File: src/hw/pcg_regs.vh
`ifndef PCG_REGS_VH
`define PCG_REGS_VH
// Register indices; byte address is four times the index
`define PCG_IDX_WDOG    10'h2f3
`define PCG_IDX_SYNTH   10'h2f4
`define PCG_IDX_REF_DIVIDER  10'h2f5
`define PCG_IDX_CLKSEL  10'h2f6
`define PCG_IDX_PLLCTL  10'h2f7
`define PCG_IDX_TRIMH   10'h2f8
`define PCG_IDX_TRIML   10'h2f9
`define PCG_IDX_OSC1    10'h2fa
`define PCG_IDX_GUARD   10'h2fb
`define PCG_IDX_TEST    10'h2fc
`define PCG_IDX_STATUS  10'h2fd
`define PCG_IDX_OSC2    10'h2fe
// Field positions
`define PCG_B_PLL_BUS_SOURCE_SEL    7
`define PCG_B_OSCEN     7
`define PCG_B_OSC_MONITOR_RESET_EN      1
`define PCG_B_OSC_AMPLITUDE_MODE    0
`define PCG_B_LOCK      0
`define PCG_B_OSCUP     1
`define PCG_B_LOCK_IRQ_EN    7
`define PCG_B_WD_RC     0
`define PCG_B_WD_SA     1
// Reset values and key
`define PCG_GUARD_KEY   8'h26
`define PCG_RST_SYNTH   8'h58
`define PCG_RST_REF_DIVIDER  8'h00
`define PCG_RST_POST    5'h03
`define PCG_UNLOCK_POST 5'h03
`define PCG_RST_TRIMH   8'h00
`define PCG_RST_TRIML   8'h00
// Timing
`define PCG_SYS_FREQ_HZ 100000000
`define PCG_IRC_FREQ_HZ 1000000
`define PCG_IRC_CYC     (`PCG_SYS_FREQ_HZ / `PCG_IRC_FREQ_HZ)
`define PCG_VCO_STEP    16'h8000
`define PCG_VCO_GAIN    16'h0040
`define PCG_FB_PER_REF  4'h2
`define PCG_LOCK_PERIODS 4
`define PCG_OSC_UP_EDGES 4096
`define PCG_WDOG_SYNC_CYC 8
`endif

File: src/hw/pcg_top.v
// The AXI4-Lite slave port was left to the implementer.
`timescale 1ns/1ps
`include "pcg_regs.vh"
module pcg_top #(
  parameter AW           = 12,
  parameter OSC_UP_EDGES = `PCG_OSC_UP_EDGES,
  parameter WDOG_SYNC    = `PCG_WDOG_SYNC_CYC
)(
  input  wire          SYS_CLK,
  input  wire          RST,
  input  wire [AW-1:0] S_AXI_AWADDR,
  input  wire          S_AXI_AWVALID,
  output reg           S_AXI_AWREADY,
  input  wire [31:0]   S_AXI_WDATA,
  input  wire [3:0]    S_AXI_WSTRB,
  input  wire          S_AXI_WVALID,
  output reg           S_AXI_WREADY,
  output reg  [1:0]    S_AXI_BRESP,
  output reg           S_AXI_BVALID,
  input  wire          S_AXI_BREADY,
  input  wire [AW-1:0] S_AXI_ARADDR,
  input  wire          S_AXI_ARVALID,
  output reg           S_AXI_ARREADY,
  output reg  [31:0]   S_AXI_RDATA,
  output reg  [1:0]    S_AXI_RRESP,
  output reg           S_AXI_RVALID,
  input  wire          S_AXI_RREADY,
  input  wire          EXT_OSC_CLK,
  input  wire          SPECIAL_MODE,
  input  wire          STOP_MODE,
  output reg           PLL_CLK_EN,
  output reg           BUS_CLK_EN,
  output reg           LOCK_IRQ,
  output reg           OSC_ENABLE,
  output reg           OSC_MON_RST_EN,
  output reg           OSC_FULL_SWING,
  output reg           WDOG_RUN
);
  localparam IRC_DIV = `PCG_IRC_CYC - 1;

  reg  [AW-1:0] awaddr_q;
  reg  [7:0]    wdata_q;
  reg           wlane_q;
  reg           aw_full_q;
  reg           w_full_q;
  reg  [7:0]    synth_q;
  reg  [7:0]    ref_divider_q;
  reg  [4:0]    post_q;
  reg  [7:0]    trimh_q;
  reg  [7:0]    triml_q;
  reg  [7:0]    test_q;
  reg  [1:0]    osc2_q;
  reg           guard_active_q;
  reg           pll_bus_source_sel_q;
  reg           osc_en_q;
  reg           lock_ie_q;
  reg           wd_rc_q;
  reg           wd_sa_q;
  reg           osc_stable_q;
  reg  [12:0]   osc_up_cnt_q;
  reg  [2:0]    osc_sync_q;
  reg           lock_prev_q;
  reg  [15:0]   vco_phase_q;
  reg           vco_tick_q;
  reg  [15:0]   vco_step_q;
  reg  [7:0]    wd_cnt_q;
  reg           wr_map;
  reg  [7:0]    rd_byte;
  reg           rd_map;

  wire [9:0] widx = awaddr_q[11:2];
  wire [9:0] ridx = S_AXI_ARADDR[11:2];
  wire wr_go  = aw_full_q & w_full_q & ~S_AXI_BVALID;
  wire we     = wr_go & wlane_q & wr_map;
  wire open_g = ~guard_active_q;
  wire osc1_wr = we & (widx == `PCG_IDX_OSC1) & open_g & pll_bus_source_sel_q;
  wire osc_edge = osc_sync_q[1] & ~osc_sync_q[2];
  wire irc_tick;
  wire osc_ref_tick;
  wire fb_tick;
  wire pll_tick;
  wire bus_tick;
  wire locked;
  wire speed_up;
  wire slow_down;
  wire ref_tick = osc_en_q ? osc_ref_tick : irc_tick;
  wire [4:0] post_eff = locked ? post_q : `PCG_UNLOCK_POST;
  wire [16:0] phase_sum = {1'b0, vco_phase_q} + {1'b0, vco_step_q};

  // The second and third stages feed the edge detector
  always @(posedge SYS_CLK or posedge RST) begin
    if (RST)
      osc_sync_q <= 3'h0;
    else
      osc_sync_q <= {osc_sync_q[1:0], EXT_OSC_CLK};
  end

  always @* begin
    case (widx)
      `PCG_IDX_WDOG, `PCG_IDX_SYNTH, `PCG_IDX_REF_DIVIDER, `PCG_IDX_CLKSEL,
      `PCG_IDX_PLLCTL, `PCG_IDX_TRIMH, `PCG_IDX_TRIML, `PCG_IDX_OSC1,
      `PCG_IDX_GUARD, `PCG_IDX_TEST, `PCG_IDX_STATUS, `PCG_IDX_OSC2:
        wr_map = 1'b1;
      default: wr_map = 1'b0;
    endcase
  end

  always @* begin
    rd_map  = 1'b1;
    rd_byte = 8'h00;
    case (ridx)
      `PCG_IDX_WDOG:   rd_byte = {6'h0, wd_sa_q, wd_rc_q};
      `PCG_IDX_SYNTH:  rd_byte = synth_q;
      `PCG_IDX_REF_DIVIDER: rd_byte = ref_divider_q;
      `PCG_IDX_CLKSEL: rd_byte = {pll_bus_source_sel_q, 7'h0};
      `PCG_IDX_PLLCTL: rd_byte = {3'h0, post_q};
      `PCG_IDX_TRIMH:  rd_byte = trimh_q;
      `PCG_IDX_TRIML:  rd_byte = triml_q;
      `PCG_IDX_OSC1:   rd_byte = {osc_en_q, 7'h0};
      `PCG_IDX_GUARD:  rd_byte = {7'h0, guard_active_q};
      `PCG_IDX_TEST:   rd_byte = test_q;
      `PCG_IDX_STATUS: rd_byte = {lock_ie_q, 5'h0, osc_stable_q, locked};
      `PCG_IDX_OSC2:   rd_byte = {6'h0, osc2_q};
      default:         rd_map  = 1'b0;
    endcase
  end

  // Bus slave; one write and one read in flight
  always @(posedge SYS_CLK or posedge RST) begin
    if (RST) begin
      S_AXI_AWREADY <= 1'b0;
      S_AXI_WREADY  <= 1'b0;
      S_AXI_BVALID  <= 1'b0;
      S_AXI_BRESP   <= 2'b00;
      S_AXI_ARREADY <= 1'b0;
      S_AXI_RVALID  <= 1'b0;
      S_AXI_RRESP   <= 2'b00;
      S_AXI_RDATA   <= 32'h0;
      aw_full_q     <= 1'b0;
      w_full_q      <= 1'b0;
      awaddr_q      <= {AW{1'b0}};
      wdata_q       <= 8'h00;
      wlane_q       <= 1'b0;
    end else begin
      S_AXI_AWREADY <= ~aw_full_q & ~(S_AXI_AWVALID & S_AXI_AWREADY);
      S_AXI_WREADY  <= ~w_full_q & ~(S_AXI_WVALID & S_AXI_WREADY);
      S_AXI_ARREADY <= ~S_AXI_RVALID & ~(S_AXI_ARVALID & S_AXI_ARREADY);
      if (S_AXI_AWVALID & S_AXI_AWREADY) begin
        aw_full_q <= 1'b1;
        awaddr_q  <= S_AXI_AWADDR;
      end
      if (S_AXI_WVALID & S_AXI_WREADY) begin
        w_full_q <= 1'b1;
        wdata_q  <= S_AXI_WDATA[7:0];
        wlane_q  <= S_AXI_WSTRB[0];
      end
      if (wr_go) begin
        S_AXI_BVALID <= 1'b1;
        // Guarded writes still answer OKAY
        S_AXI_BRESP  <= wr_map ? 2'b00 : 2'b10;
      end else if (S_AXI_BVALID & S_AXI_BREADY) begin
        S_AXI_BVALID <= 1'b0;
        aw_full_q    <= 1'b0;
        w_full_q     <= 1'b0;
      end
      if (S_AXI_ARVALID & S_AXI_ARREADY) begin
        S_AXI_RVALID <= 1'b1;
        S_AXI_RDATA  <= {24'h0, rd_byte};
        S_AXI_RRESP  <= rd_map ? 2'b00 : 2'b10;
      end else if (S_AXI_RVALID & S_AXI_RREADY) begin
        S_AXI_RVALID <= 1'b0;
      end
    end
  end

  // Register writes
  always @(posedge SYS_CLK or posedge RST) begin
    if (RST) begin
      guard_active_q <= 1'b0;
      synth_q        <= `PCG_RST_SYNTH;
      ref_divider_q       <= `PCG_RST_REF_DIVIDER;
      post_q         <= `PCG_RST_POST;
      trimh_q        <= `PCG_RST_TRIMH;
      triml_q        <= `PCG_RST_TRIML;
      test_q         <= 8'h00;
      osc2_q         <= 2'b00;
      pll_bus_source_sel_q       <= 1'b1;
      osc_en_q       <= 1'b0;
      lock_ie_q      <= 1'b0;
      wd_rc_q        <= 1'b0;
      wd_sa_q        <= 1'b0;
    end else begin
      if (we) begin
        case (widx)
          `PCG_IDX_GUARD:
            guard_active_q <= (wdata_q != `PCG_GUARD_KEY);
          `PCG_IDX_SYNTH:  if (open_g) synth_q <= wdata_q;
          `PCG_IDX_REF_DIVIDER:
            if (open_g) ref_divider_q <= {wdata_q[7:6], 2'b00, wdata_q[3:0]};
          `PCG_IDX_CLKSEL:
            if (open_g) pll_bus_source_sel_q <= wdata_q[`PCG_B_PLL_BUS_SOURCE_SEL];
          `PCG_IDX_PLLCTL: if (open_g) post_q <= wdata_q[4:0];
          `PCG_IDX_TRIMH:  if (open_g) trimh_q <= wdata_q;
          `PCG_IDX_TRIML:  if (open_g) triml_q <= wdata_q;
          `PCG_IDX_OSC1:
            if (open_g & pll_bus_source_sel_q) osc_en_q <= wdata_q[`PCG_B_OSCEN];
          `PCG_IDX_TEST:   if (SPECIAL_MODE) test_q <= wdata_q;
          `PCG_IDX_OSC2:
            if (open_g & pll_bus_source_sel_q & ~osc_en_q)
              osc2_q <= wdata_q[1:0];
          `PCG_IDX_STATUS: lock_ie_q <= wdata_q[`PCG_B_LOCK_IRQ_EN];
          `PCG_IDX_WDOG: begin
            wd_rc_q <= wdata_q[`PCG_B_WD_RC];
            wd_sa_q <= wdata_q[`PCG_B_WD_SA];
          end
          default: ;
        endcase
      end
      // Bus leaves the oscillator while it is enabled but not yet stable
      if (~pll_bus_source_sel_q & ~osc_stable_q & osc_en_q)
        pll_bus_source_sel_q <= 1'b1;
    end
  end

  // Oscillator start-up qualification
  always @(posedge SYS_CLK or posedge RST) begin
    if (RST) begin
      osc_stable_q <= 1'b0;
      osc_up_cnt_q <= 13'h0;
      lock_prev_q  <= 1'b0;
      LOCK_IRQ     <= 1'b0;
    end else begin
      lock_prev_q <= locked;
      LOCK_IRQ    <= lock_ie_q & (locked != lock_prev_q);
      if (osc1_wr | ~osc_en_q | (lock_prev_q & ~locked)) begin
        osc_stable_q <= 1'b0;
        osc_up_cnt_q <= 13'h0;
      end else if (osc_edge & ~osc_stable_q) begin
        if (osc_up_cnt_q >= OSC_UP_EDGES[12:0] - 13'h1)
          osc_stable_q <= locked;
        else
          osc_up_cnt_q <= osc_up_cnt_q + 13'h1;
      end
    end
  end

  // VCO modelled as a phase accumulator; tops out at SYS_CLK
  always @(posedge SYS_CLK or posedge RST) begin
    if (RST) begin
      vco_phase_q <= 16'h0;
      vco_tick_q  <= 1'b0;
      vco_step_q  <= `PCG_VCO_STEP;
    end else begin
      vco_phase_q <= phase_sum[15:0];
      vco_tick_q  <= phase_sum[16];
      if (speed_up && vco_step_q <= 16'hffff - `PCG_VCO_GAIN)
        vco_step_q <= vco_step_q + `PCG_VCO_GAIN;
      else if (slow_down && vco_step_q > `PCG_VCO_GAIN)
        vco_step_q <= vco_step_q - `PCG_VCO_GAIN;
    end
  end

  pcg_tickdiv #(.W(7)) u_irc (
    .clk(SYS_CLK), .rst(RST), .tick_in(1'b1),
    .div(IRC_DIV[6:0]), .tick_out(irc_tick));

  pcg_tickdiv #(.W(4)) u_ref_divider (
    .clk(SYS_CLK), .rst(RST), .tick_in(osc_edge),
    .div(ref_divider_q[3:0]), .tick_out(osc_ref_tick));

  // Feedback runs at twice the reference when on target
  pcg_tickdiv #(.W(6)) u_fbdiv (
    .clk(SYS_CLK), .rst(RST), .tick_in(vco_tick_q),
    .div(synth_q[5:0]), .tick_out(fb_tick));

  pcg_tickdiv #(.W(5)) u_post (
    .clk(SYS_CLK), .rst(RST), .tick_in(vco_tick_q),
    .div(post_eff), .tick_out(pll_tick));

  pcg_tickdiv #(.W(1)) u_bus (
    .clk(SYS_CLK), .rst(RST),
    .tick_in(pll_bus_source_sel_q ? pll_tick : osc_edge),
    .div(1'b1), .tick_out(bus_tick));

  pcg_lockdet u_lock (
    .clk(SYS_CLK), .rst(RST), .ref_tick(ref_tick), .fb_tick(fb_tick),
    .clr(osc1_wr), .locked(locked), .speed_up(speed_up),
    .slow_down(slow_down));

  // Outputs and watchdog restart
  always @(posedge SYS_CLK or posedge RST) begin
    if (RST) begin
      PLL_CLK_EN     <= 1'b0;
      BUS_CLK_EN     <= 1'b0;
      OSC_ENABLE     <= 1'b0;
      OSC_MON_RST_EN <= 1'b0;
      OSC_FULL_SWING <= 1'b0;
      WDOG_RUN       <= 1'b1;
      wd_cnt_q       <= 8'h0;
    end else begin
      PLL_CLK_EN     <= pll_tick;
      BUS_CLK_EN     <= bus_tick;
      OSC_ENABLE     <= osc_en_q;
      OSC_MON_RST_EN <= osc_en_q & osc2_q[`PCG_B_OSC_MONITOR_RESET_EN];
      OSC_FULL_SWING <= osc2_q[`PCG_B_OSC_AMPLITUDE_MODE];
      if (STOP_MODE) begin
        WDOG_RUN <= 1'b0;
        wd_cnt_q <= (wd_rc_q & wd_sa_q) ? WDOG_SYNC[7:0] : 8'h0;
      end else if (wd_cnt_q != 8'h0) begin
        wd_cnt_q <= wd_cnt_q - 8'h1;
      end else begin
        WDOG_RUN <= 1'b1;
      end
    end
  end
endmodule

File: src/hw/pcg_tickdiv.v
`timescale 1ns/1ps
module pcg_tickdiv #(
  parameter W = 6
)(
  input  wire         clk,
  input  wire         rst,
  input  wire         tick_in,
  input  wire [W-1:0] div,
  output reg          tick_out
);
  reg [W-1:0] cnt_q;

  // Emits one tick per div+1 input ticks
  always @(posedge clk or posedge rst) begin
    if (rst) begin
      cnt_q    <= {W{1'b0}};
      tick_out <= 1'b0;
    end else begin
      tick_out <= 1'b0;
      if (tick_in) begin
        if (cnt_q >= div) begin
          cnt_q    <= {W{1'b0}};
          tick_out <= 1'b1;
        end else begin
          cnt_q <= cnt_q + {{(W-1){1'b0}}, 1'b1};
        end
      end
    end
  end
endmodule

File: src/hw/pcg_lockdet.v
`timescale 1ns/1ps
`include "pcg_regs.vh"
module pcg_lockdet #(
  parameter LOCK_PERIODS = `PCG_LOCK_PERIODS
)(
  input  wire clk,
  input  wire rst,
  input  wire ref_tick,
  input  wire fb_tick,
  input  wire clr,
  output reg  locked,
  output reg  speed_up,
  output reg  slow_down
);
  reg  [3:0] fb_cnt_q;
  reg  [3:0] match_q;
  wire [3:0] n = fb_cnt_q + {3'h0, fb_tick};

  // Feedback edges counted per reference period
  always @(posedge clk or posedge rst) begin
    if (rst) begin
      fb_cnt_q  <= 4'h0;
      match_q   <= 4'h0;
      locked    <= 1'b0;
      speed_up  <= 1'b0;
      slow_down <= 1'b0;
    end else begin
      speed_up  <= 1'b0;
      slow_down <= 1'b0;
      if (clr) begin
        fb_cnt_q <= 4'h0;
        match_q  <= 4'h0;
        locked   <= 1'b0;
      end else if (ref_tick) begin
        fb_cnt_q  <= 4'h0;
        speed_up  <= (n < `PCG_FB_PER_REF);
        slow_down <= (n > `PCG_FB_PER_REF);
        if (n == `PCG_FB_PER_REF) begin
          if (match_q >= LOCK_PERIODS[3:0] - 4'h1)
            locked <= 1'b1;
          else
            match_q <= match_q + 4'h1;
        end else begin
          match_q <= 4'h0;
          // Wider unlock window gives hysteresis
          if (n + 4'h1 < `PCG_FB_PER_REF || n > `PCG_FB_PER_REF + 4'h1)
            locked <= 1'b0;
        end
      end else if (fb_tick && fb_cnt_q != 4'hf) begin
        fb_cnt_q <= n;
      end
    end
  end
endmodule

File: config.mk
export PLATFORM = sky130hd
export DESIGN_NAME = pcg_top
export DESIGN_NICKNAME = d
export VERILOG_FILES = /design/src/hw/pcg_top.v /design/src/hw/pcg_tickdiv.v /design/src/hw/pcg_lockdet.v
export VERILOG_INCLUDE_DIRS = /design/src /design/src/hw
export SDC_FILE = /design/constraint.sdc
export NUM_CORES = 1
export LEC_CHECK = 0
export ABC_AREA = 1
export BUFFER_PORTS_ARGS = -buffer_cell sky130_fd_sc_hd__buf_2
export CAP_MARGIN = 20
export CORE_MARGIN = 2
export CORE_UTILIZATION = 53
export CTS_CLUSTER_DIAMETER = 40
export DETAILED_ROUTE_END_ITERATION = 16
export MAX_ROUTING_LAYER = met4
export PLACE_DENSITY = 0.77
export RECOVER_POWER = 50
export SYNTH_ARGS = -nofsm -noshare
export SYNTH_HDL_FRONTEND = slang
export SYNTH_SLANG_ARGS = --single-unit
File: constraint.sdc
create_clock -name SYS_CLK -period 4.45 [get_ports SYS_CLK]
set_clock_uncertainty 0.05 [all_clocks]
set_input_delay 0 -clock SYS_CLK [delete_from_list [all_inputs] [get_ports SYS_CLK]]
set_output_delay 0 -clock SYS_CLK [all_outputs]
set_load 0.05 [all_outputs]
==> results of run 1 <==
==> cells in the mapped netlist, types with 4 or more instances <==
cell type,count
nand2_2,4
buf_4,26
inv_1,135
nor3_1,18
o21ai_2,8
ha_1,41
nand3_2,4
clkbuf_1,9
nor4_1,11
nand2_4,4
xnor2_1,6
nand2_1,294
a21oi_1,38
o21ai_0,78
nand4_1,28
dfrtp_1,172
nor2_1,95
xor2_1,26
dfstp_2,8
nand3_1,62
buf_6,6
o211ai_1,6
o21ai_1,18
==> report_power, final <==
part	switching [mW]	total [mW]	internal, mW
logic	0.622	0.838	0.215
clock network	0.636	1.58	0.945
registers	0.106	1.91	1.80
==> flip-flops by register name (all words and copies together), names as in the netlist, 6 cells and up <==
| name | count |
|---|---|
| triml_q | 8 |
| test_q | 8 |
| vco_step_q | 10 |
| u_fbdiv.cnt_q | 6 |
| ref_divider_q | 6 |
| trimh_q | 8 |
| awaddr_q | 10 |
| osc_up_cnt_q | 13 |
| vco_phase_q | 10 |
| S_AXI_RDATA | 8 |
| u_irc.cnt_q | 7 |
| wd_cnt_q | 8 |
| wdata_q | 8 |
| synth_q | 8 |
==> worst min path at each step <==
stage	depth (start not counted)	slack, ns	to	startpoint
after floorplan	0	-0.02	osc_sync_q[0]	EXT_OSC_CLK
after global placement	1	0.06	osc_sync_q[0]	EXT_OSC_CLK
after global routing	4	0.14	S_AXI_RRESP[1]	S_AXI_ARVALID
final	4	0.09	S_AXI_WREADY	S_AXI_WVALID
after CTS	4	0.07	S_AXI_WREADY	S_AXI_WVALID
after detailed placement	1	0.06	osc_sync_q[0]	EXT_OSC_CLK
==> cell families (layout without fill, tap and decap cells) <==
group,after synthesis,after routing,synth area share [%]
DFF,180,180,48.3
xor gates and xnor gates,32,32,3.00
buffers and inverters,181,263,8.83
other,1,26,0.0401
adders and majority gates,42,42,5.70
AOI/OAI and AO/OA,159,159,9.32
and+or+nand+nor,530,530,24.8
==> stage by stage <==
step                setup slack [ns]  utilization (%)
detailed placement              2.06             56.4
CTS                             2.07             61.8
floorplan                       2.10                -
global placement                2.15             56.4
global route                    1.81             61.7
finish                          2.07             61.7
==> metal layers <==
metal	up-vias	share of wire (%)	GRT usage [%]	routed length, um
met5	-	0	-	0
met4	0	2.3	9.68	463
met3	36	5.4	5.11	1100
met2	184	48	38.4	9740
met1	3552	44	30.2	9050
li1	3786	-	-	-
==> critical path, stage by stage (launching register included) <==
cell	delay (ns)
dfrtp_1	0.40
ha_1	0.24
nand2_1	0.07
nor2_1	0.06
nand3_1	0.11
nor2_1	0.08
nand2_1	0.05
o21ai_0	0.07
a21oi_1	0.49
buf_4	0.30
nand2_1	0.10
xor2_1	0.16
nor2_1	0.06
==> layout by cell type, fill, tap and decap left out, drive strengths merged, types with 6 or more instances in the layout <==
cell | synthesis | routed
nand2 | 302 | 302
o21ai | 104 | 104
xnor2 | 6 | 6
nand4 | 28 | 28
dfstp | 8 | 8
conb | 1 | 26
a21oi | 38 | 38
xor2 | 26 | 26
o211ai | 6 | 6
nor2 | 98 | 98
ha | 41 | 41
clkbuf | 9 | 44
dfrtp | 172 | 172
nor4 | 11 | 11
nand3 | 67 | 67
inv | 136 | 137
nor3 | 18 | 18
dlygate4sd3 | 0 | 31
buf | 35 | 41
==> final cells by class <==
class	instances	area (sq um)	area share, %
flip-flops and latches	180	4510	42.3
repair buffers	95	623	5.84
multi-input cells	789	4100	38.5
inverters	137	515	4.83
clock buffers	21	480	4.51
well taps	225	282	2.64
clock inverters	10	145	1.36
==> timing repair <==
action,CTS,global route
buffers inserted,0,0
hold endpoints to repair,75,0
hold buffers,31,0
==> run_results.csv, run 1 <==
group,metric,value,unit
critical_path,crit_required,4.69,ns
critical_path,reg2reg_depth,12,
synthesis,seq_area_frac_synth,48.3,%
critical_path,worstPathArrival,2.62,ns
timing,max_slew_margin,-7.27,%
grt,grt_use_total,24.1,%
status,violations,"capacitance limit, slew limit",
synthesis,netlist_instances,1125,
clock_network,numCtsBuffers,17,
timing,hold_viol_final,0,
timing,tightest_slew,1.60,ns
route,ant_nets,0,
layout,antenna_cells,0,
critical_path,rr_startpoint,"osc_up_cnt_q[0]",
die,rows,48,
place,hpwlAfterDp,14200,um
die,ioPinCount,118,
layout,fin_cells,1457,
place,gp_congestion,0.935,
clock_network,clkTransAtPathRegs,0.07,ns
critical_path,crit_fanout,14,
clock_network,clock_latency,0.43,ns
synthesis,synth_enable_flop_cells,0,
timing,period_minus_slack,2.38,ns
min_path,hp-class,"primary input to flop",
synthesis,yosysUniqueCellTypes,45,
timing,slew_viol_final,36,
grt,grt_max_degree,146,
route,wl_per_cell,14.0,um
route,drt_iter0_markers,549,
critical_path,end_kind,"flop",
power_and_ir_drop,leakagePower,5.43,nW
timing,rsz0062_at_grt,"no",
die,die_w,137,um
layout,drive_above_1_share,8.85,%
flow_run,maxCapViolCount,1,
synthesis,synth_top_area_cell,"dfrtp_1",
synthesis,synth_top_area_share,46.0,%
power_and_ir_drop,p_total,4.33,mW
synthesis,synthesis.area,0.00935,sq mm
synthesis,ys_top_cells_by_area,"dfrtp_1, nand2_1, ha_1, inv_1, o21ai_0",
die,core_area,0.0173,sq mm
route,routed_wl,20400,um
timing,fmax,0.420,GHz
critical_path,crit_type,"flop to flop",
timing,fin_crit_sh,53.5,%
critical_path,startpoint_type,"flop",
critical_path,reg2reg_to,"osc_up_cnt_q[0]",
synthesis,synth.avg_cell_area,8.31,sq um
synthesis,yosys_register_bits,180,
clock_network,tritoncts,"done",
grt,antenna_found_initial,0,
power_and_ir_drop,peakVddDrop,0.000364,V
synthesis,ys.flop_type,"dfrtp_1",
place,placed_cell_area,0.00976,sq mm
die,start_util,54.1,%
critical_path,crit_start,"osc_up_cnt_q[0]",
route,dr.pass1.iters,5,
place,port-buffer-count,60,
timing,tns,0,ns
timing,setup-violations-final,0,
status,outcome,"complete, but fails checks",
grt,grt_pass1_wl,34300,um
clock_network,ctsResizeCount,0,
layout,nets,1332,
place,place_inst,1394,
power_and_ir_drop,powerDensity,406,mW/mm^2
layout,syn_to_final_growth,14.0,%
route,drc,0,
grt,grt_pass1_vias,7281,
route,vias,7558,
clock_network,cts_root_buf,"clkbuf_16",
synthesis,yosysWarnings,0,
die,die_area,0.0187,sq mm
critical_path,rrSetupSlack,2.07,ns
timing,hold-worst-slack,0.0852,ns
clock_network,clockBufferDepth,2,
die,die_h,137,um
synthesis,async_flop_share,100,%
grt,globalRouteOverflowTotal,0,
critical_path,cp-endpoint,"osc_up_cnt_q[0]",
route,vias_per_cell,5.19,
clock_network,cts_num_sinks,180,
layout,n_fill_cell,1494,
layout,final_area,0.0107,sq mm
clock_network,htree_num_levels,4,
Power figures use the tool's default switching activity.
==> inputs of run 2 (changes only) <==
--- a/config.mk
+++ b/config.mk
@@ -10,11 +10,11 @@
 export BUFFER_PORTS_ARGS = -buffer_cell sky130_fd_sc_hd__buf_2
 export CAP_MARGIN = 20
 export CORE_MARGIN = 2
-export CORE_UTILIZATION = 53
+export CORE_UTILIZATION = 59
 export CTS_CLUSTER_DIAMETER = 40
 export DETAILED_ROUTE_END_ITERATION = 16
 export MAX_ROUTING_LAYER = met4
-export PLACE_DENSITY = 0.77
+export PLACE_DENSITY = 0.81
 export RECOVER_POWER = 50
 export SYNTH_ARGS = -nofsm -noshare
 export SYNTH_HDL_FRONTEND = slang
==> constraint.sdc (replaced) <==
create_clock -name SYS_CLK -period 2.5 [get_ports SYS_CLK]
set_clock_uncertainty 0.05 [all_clocks]
set_input_delay 0 -clock SYS_CLK [delete_from_list [all_inputs] [get_ports SYS_CLK]]
set_output_delay 0 -clock SYS_CLK [all_outputs]
set_load 0.05 [all_outputs]
==> run 2 against run 1 <==
  * The run now ends clean
  * Critical endpoint is now vco_phase_q[14]
  * Largest cell class unchanged
  * Cell count shrank 0.14%
  * Utilization increased by 6.0 points
  * Clock power increased by 62%
==> run_results.csv, run 2 (synthesis results as in run 1) <==
group,metric,value,unit
power_and_ir_drop,leakagePower,5.43,nW
timing,max_slew_margin,11.0,%
clock_network,htree_num_levels,4,
timing,fmax,0.448,GHz
layout,largest_register_ffs,13,
clock_network,cts_root_buf,"clkbuf_16",
grt,antenna_found_initial,0,
layout,layout_commonest_cell,"nand2_1",
route,wl_per_cell,14.3,um
grt,grt_pass1_vias,7476,
die,start_util,59.5,%
layout,final_cell_mix,"nand2_1, dfrtp_1, inv_1",
route,routed_wl,20800,um
critical_path,crit_required,2.76,ns
place,gp_congestion,0.888,
clock_network,clkTransAtPathRegs,0.07,ns
clock_network,cts_setup_buffers,0,
layout,final_util,67.6,%
power_and_ir_drop,p_total,7.48,mW
timing,period_minus_slack,2.23,ns
clock_network,clock_latency,0.44,ns
clock_network,cts_num_sinks,180,
timing,slew_viol_final,0,
clock_network,numCtsBuffers,17,
layout,nets,1338,
layout,antenna_cells,0,
route,drc,0,
timing,setup-violations-final,0,
grt,grt_max_degree,43,
route,vias,7751,
die,rows,46,
route,drt_iter0_markers,609,
die,die_w,130,um
route,vias_per_cell,5.33,
layout,drive_above_1_share,9.69,%
timing,rsz0062_at_grt,"no",
critical_path,crit_type,"flop to flop",
critical_path,end_kind,"flop",
grt,grt_pass1_wl,34700,um
route,ant_nets,0,
die,ioPinCount,118,
power_and_ir_drop,peakVddDrop,0.000689,V
layout,syn_to_final_growth,13.6,%
place,port-buffer-count,60,
critical_path,startpoint_type,"flop",
min_path,hp-class,"primary input to flop",
grt,globalRouteOverflowTotal,0,
power_and_ir_drop,powerDensity,704,mW/mm^2
layout,regMostFlops,"osc_up_cnt_q",
timing,fin_crit_sh,89.2,%
grt,grt_use_total,27.3,%
timing,hold_viol_final,0,
critical_path,crit_fanout,6,
timing,tightest_slew,1.33,ns
critical_path,rrSetupSlack,0.27,ns
die,core_area,0.0157,sq mm
place,hpwlAfterDp,14700,um
timing,tns,0,ns
flow_run,maxCapViolCount,0,
route,dr.pass1.iters,6,
critical_path,worstPathArrival,2.49,ns
die,die_h,130,um
status,outcome,"completed",
clock_network,clockBufferDepth,2,
die,die_area,0.0169,sq mm
clock_network,tritoncts,"done",
-- run 2: changes by cell type in the layout (fill, tap and decap cells not counted) --
cell        delta
clkbuf_1       -3
clkbuf_2       +2
clkinv_2       +1
nand2_1        -1
clkinvlp_4     +2
buf_4          +3
inv_6          +2
buf_2          +6
nand2_2        +1
clkbuf_8       -3
bufinv_16      -2
buf_12         -1
-- run 2: final cells by class --
| cell class | count | area, sq um |
|---|---|---|
| inverters | 137 | 515 |
| repair buffers | 101 | 651 |
| flip-flops and latches | 180 | 4510 |
| clock inverters | 13 | 123 |
| fillers | 1248 | 5090 |
| clock buffers | 19 | 443 |
| multi-input cells | 789 | 4110 |
| well taps | 216 | 270 |
-- run 2: stage by stage --
step	cell area, sq um	hold WS [ns]	setup WS, ns	std cells
floorplan	9450	-0.0186	0.148	1150
global placement	9820	0.0627	0.310	1392
detailed placement	9820	0.0601	0.291	1392
CTS	10700	0.0383	0.260	1455
global route	10600	0.141	0.0702	1455
finish	10600	0.0672	0.270	1455
-- run 2: worst max-delay path: stages (launching register included) --
cell and delay (ns):
dfrtp_1 0.45, ha_1 0.26, inv_1 0.07, fa_1 0.42, o21ai_0 0.28, nand2_1 0.08
nand2_1 0.06, nand2_1 0.04, nand2_1 0.08, nand2_1 0.06, nand2_1 0.05, a21oi_1 0.07
xor2_1 0.15
-- run 2: layer usage --
layer  GRT usage [%]  vias to the layer above  part of all wire (%)  wire length [um]
li1                -                     3797                     -                 -
met1            32.3                     3648                    42              8820
met2            44.5                      245                    49             10100
met3            6.85                       61                   5.5              1130
met4            12.1                        0                   3.4               707
met5               -                        -                     0                 0
-- run 2: power by group --
group	internal, mW	switching (mW)	total [mW]
clock network	1.41	1.15	2.56
logic	0.393	1.12	1.51
registers	3.21	0.204	3.41
total	5.01	2.47	7.48
-- run 2: final timing paths --
path	start	endpoint	cells past startpoint
min in group asynchronous	RST	vco_step_q[7]	3
setup reg to reg	vco_step_q[6]	vco_phase_q[14]	12
setup / recovery	vco_step_q[6]	vco_phase_q[14]	12
hold reg to reg	osc_sync_q[0]	osc_sync_q[1]	0
max in group asynchronous	RST	u_fbdiv.cnt_q[2]	4
hold / removal	S_AXI_WVALID	S_AXI_WREADY	4
-- run 2: repair_timing --
| item | 4_1_cts | 5_1_grt |
|---|---|---|
| hold buffers | 31 | 0 |
| endpoints found under the hold margin | 66 | 0 |
| resized for setup | 0 | 0 |
==> inputs of run 3 (changes only) <==
--- a/config.mk
+++ b/config.mk
@@ -9,6 +9,7 @@
 export ABC_AREA = 1
 export BUFFER_PORTS_ARGS = -buffer_cell sky130_fd_sc_hd__buf_2
 export CAP_MARGIN = 20
+export CORE_ASPECT_RATIO = 1.25
 export CORE_MARGIN = 2
 export CORE_UTILIZATION = 59
 export CTS_CLUSTER_DIAMETER = 40
==> run 3 against run 2 <==
  * The run now ends with capacitance limit, slew limit left
  * Worst hold slack lost 0.055 ns
  * Non-clock buffer count down 3
  * Routed wire length is 3.0% lower
  * Utilization increased by 0.61 points
  * Combinational power about the same
  * Clock power about the same
==> run_results.csv, run 3 (synthesis results as in run 1) <==
group,metric,value,unit
clock_network,clkTransAtPathRegs,0.07,ns
layout,nets,1335,
route,ant_nets,0,
route,dr.pass1.iters,7,
route,drt_iter0_markers,428,
layout,n_fill_cell,1259,
critical_path,crit_type,"flop to flop",
critical_path,cpLargestDelayFamily,"adder cells",
timing,tns,0,ns
layout,drive_above_1_share,10.8,%
grt,grt_pass1_wl,33600,um
timing,setup-violations-final,0,
layout,largest_register_ffs,13,
power_and_ir_drop,peakVddDrop,0.000691,V
place,hpwlAfterDp,13800,um
grt,globalRouteOverflowTotal,0,
die,ioPinCount,118,
critical_path,crit_required,2.76,ns
grt,antenna_found_initial,0,
route,wl_per_cell,13.9,um
clock_network,htree_num_levels,4,
die,die_w,117,um
place,place_inst,1385,
critical_path,startpoint_type,"flop",
route,drc,0,
timing,tightest_slew,1.84,ns
timing,fin_crit_sh,87.8,%
clock_network,cts_num_sinks,180,
critical_path,critPathSlowestCell,"dfrtp_1",
timing,hold_viol_final,0,
timing,max_slew_margin,-22.8,%
clock_network,numCtsBuffers,17,
clock_network,tritoncts,"done",
status,outcome,"complete, but fails checks",
timing,period_minus_slack,2.20,ns
critical_path,end_kind,"flop",
layout,antenna_cells,0,
route,routed_wl,20100,um
die,die_area,0.0169,sq mm
critical_path,worstPathArrival,2.46,ns
clock_network,clock_latency,0.44,ns
die,core_area,0.0156,sq mm
die,die_h,145,um
timing,fmax,0.456,GHz
power_and_ir_drop,powerDensity,702,mW/mm^2
critical_path,crit_path_frequent_cell,"nand2_1",
layout,final_cell_mix,"nand2_1, dfrtp_1, inv_1",
layout,register_area,0.00451,sq mm
clock_network,cts_root_buf,"clkbuf_16",
route,vias,7641,
critical_path,crit_fanout,6,
die,rows,51,
timing,rsz0062_at_grt,"no",
min_path,hp-class,"primary input to flop",
grt,grt_use_total,26.2,%
route,wl_met1,8390,um
route,dr.max_layer_used,"met4",
flow_run,maxCapViolCount,1,
power_and_ir_drop,leakagePower,5.50,nW
route,wl_met3,783,um
layout,fin_cells,1448,
layout,layout_commonest_cell,"nand2_1",
place,port-buffer-count,60,
layout,multi_input_area,0.00411,sq mm
critical_path,cpPeakStageDelay,0.45,ns
timing,slew_viol_final,87,
critical_path,worst-path-buf-inv,1,
grt,grt_max_degree,95,
critical_path,cp_cell_sequence,"ha_1, inv_1, fa_1, o21ai_1, nand2_1, nand2_1, nand2_1, nand2_1, nand2_1, nand2_1, a21oi_1, xor2_1",
status,violations,"capacitance limit, slew limit",
route,vias_per_cell,5.28,
place,gp_congestion,0.956,
critical_path,rrSetupSlack,0.30,ns
route,met2RoutedLength,10200,um
die,start_util,60.1,%
layout,regMostFlops,"osc_up_cnt_q",
grt,grt_pass1_vias,7337,
layout,syn_to_final_growth,13.6,%
clock_network,clockBufferDepth,2,
## run 3: final timing paths
kind                            depth (start not counted)      startpoint               to
worst max-delay path                                   12   vco_step_q[6]  vco_phase_q[14]
worst min-delay path                                    4   S_AXI_ARVALID   S_AXI_RDATA[1]
worst max register to register                         12   vco_step_q[6]  vco_phase_q[14]
worst min register to register                          0  u_bus.tick_out       BUS_CLK_EN
max in group asynchronous                               4             RST    S_AXI_AWREADY
min in group asynchronous                               4             RST   vco_phase_q[7]
## run 3: timing repair
action                     4_1_cts  5_1_grt
setup endpoints to repair        0        1
buffers inserted                 0        0
hold endpoints to repair       213        0
resized for setup                0        1
hold buffers                    31        0
## run 3: worst min-delay path, cell delays in order
cell and delay [ns]:
buf_2 0.07, nand2_1 0.21, nand2_1 0.12, nand2_1 0.05
## run 3: final cells by class
type                            instances  share of cell area, %
Clock inverter                         15                   1.28
Multi-Input combinational cell        789                   38.7
Clock buffer                           17                   4.01
Sequential cell                       180                   42.5
Timing Repair Buffer                   98                   6.17
Inverter                              137                   4.88
Tap cell                              212                   2.50
## run 3: report_power, final
group,leakage [nW],switching [mW],internal [mW],total [mW]
sequential,2.40,0.180,3.20,3.39
clock,0.283,1.25,1.32,2.57
combinational,2.81,1.10,0.398,1.50
## run 3: per-layer routing
metal  GRT usage [%]  vias up
met5               -        -
met4            12.3        0
met3            4.25       62
met2            43.8      203
met1            31.2     3580
li1                -     3796
## run 3: stage by stage
stage / util [%] / hold WS (ns) / power (mW) / cell area [sq um] / worst slack, ns
global route: 68.2 / 0.0518 / 7.82 / 10600 / 0.0948
finish: 68.2 / 0.0126 / 7.45 / 10600 / 0.305
floorplan: - / -0.0186 / 4.48 / 9450 / 0.148
detailed placement: 62.8 / 0.0608 / 4.81 / 9780 / 0.225
CTS: 68.4 / 0.00399 / 7.47 / 10700 / 0.198
global placement: 62.8 / 0.0592 / 4.78 / 9780 / 0.318
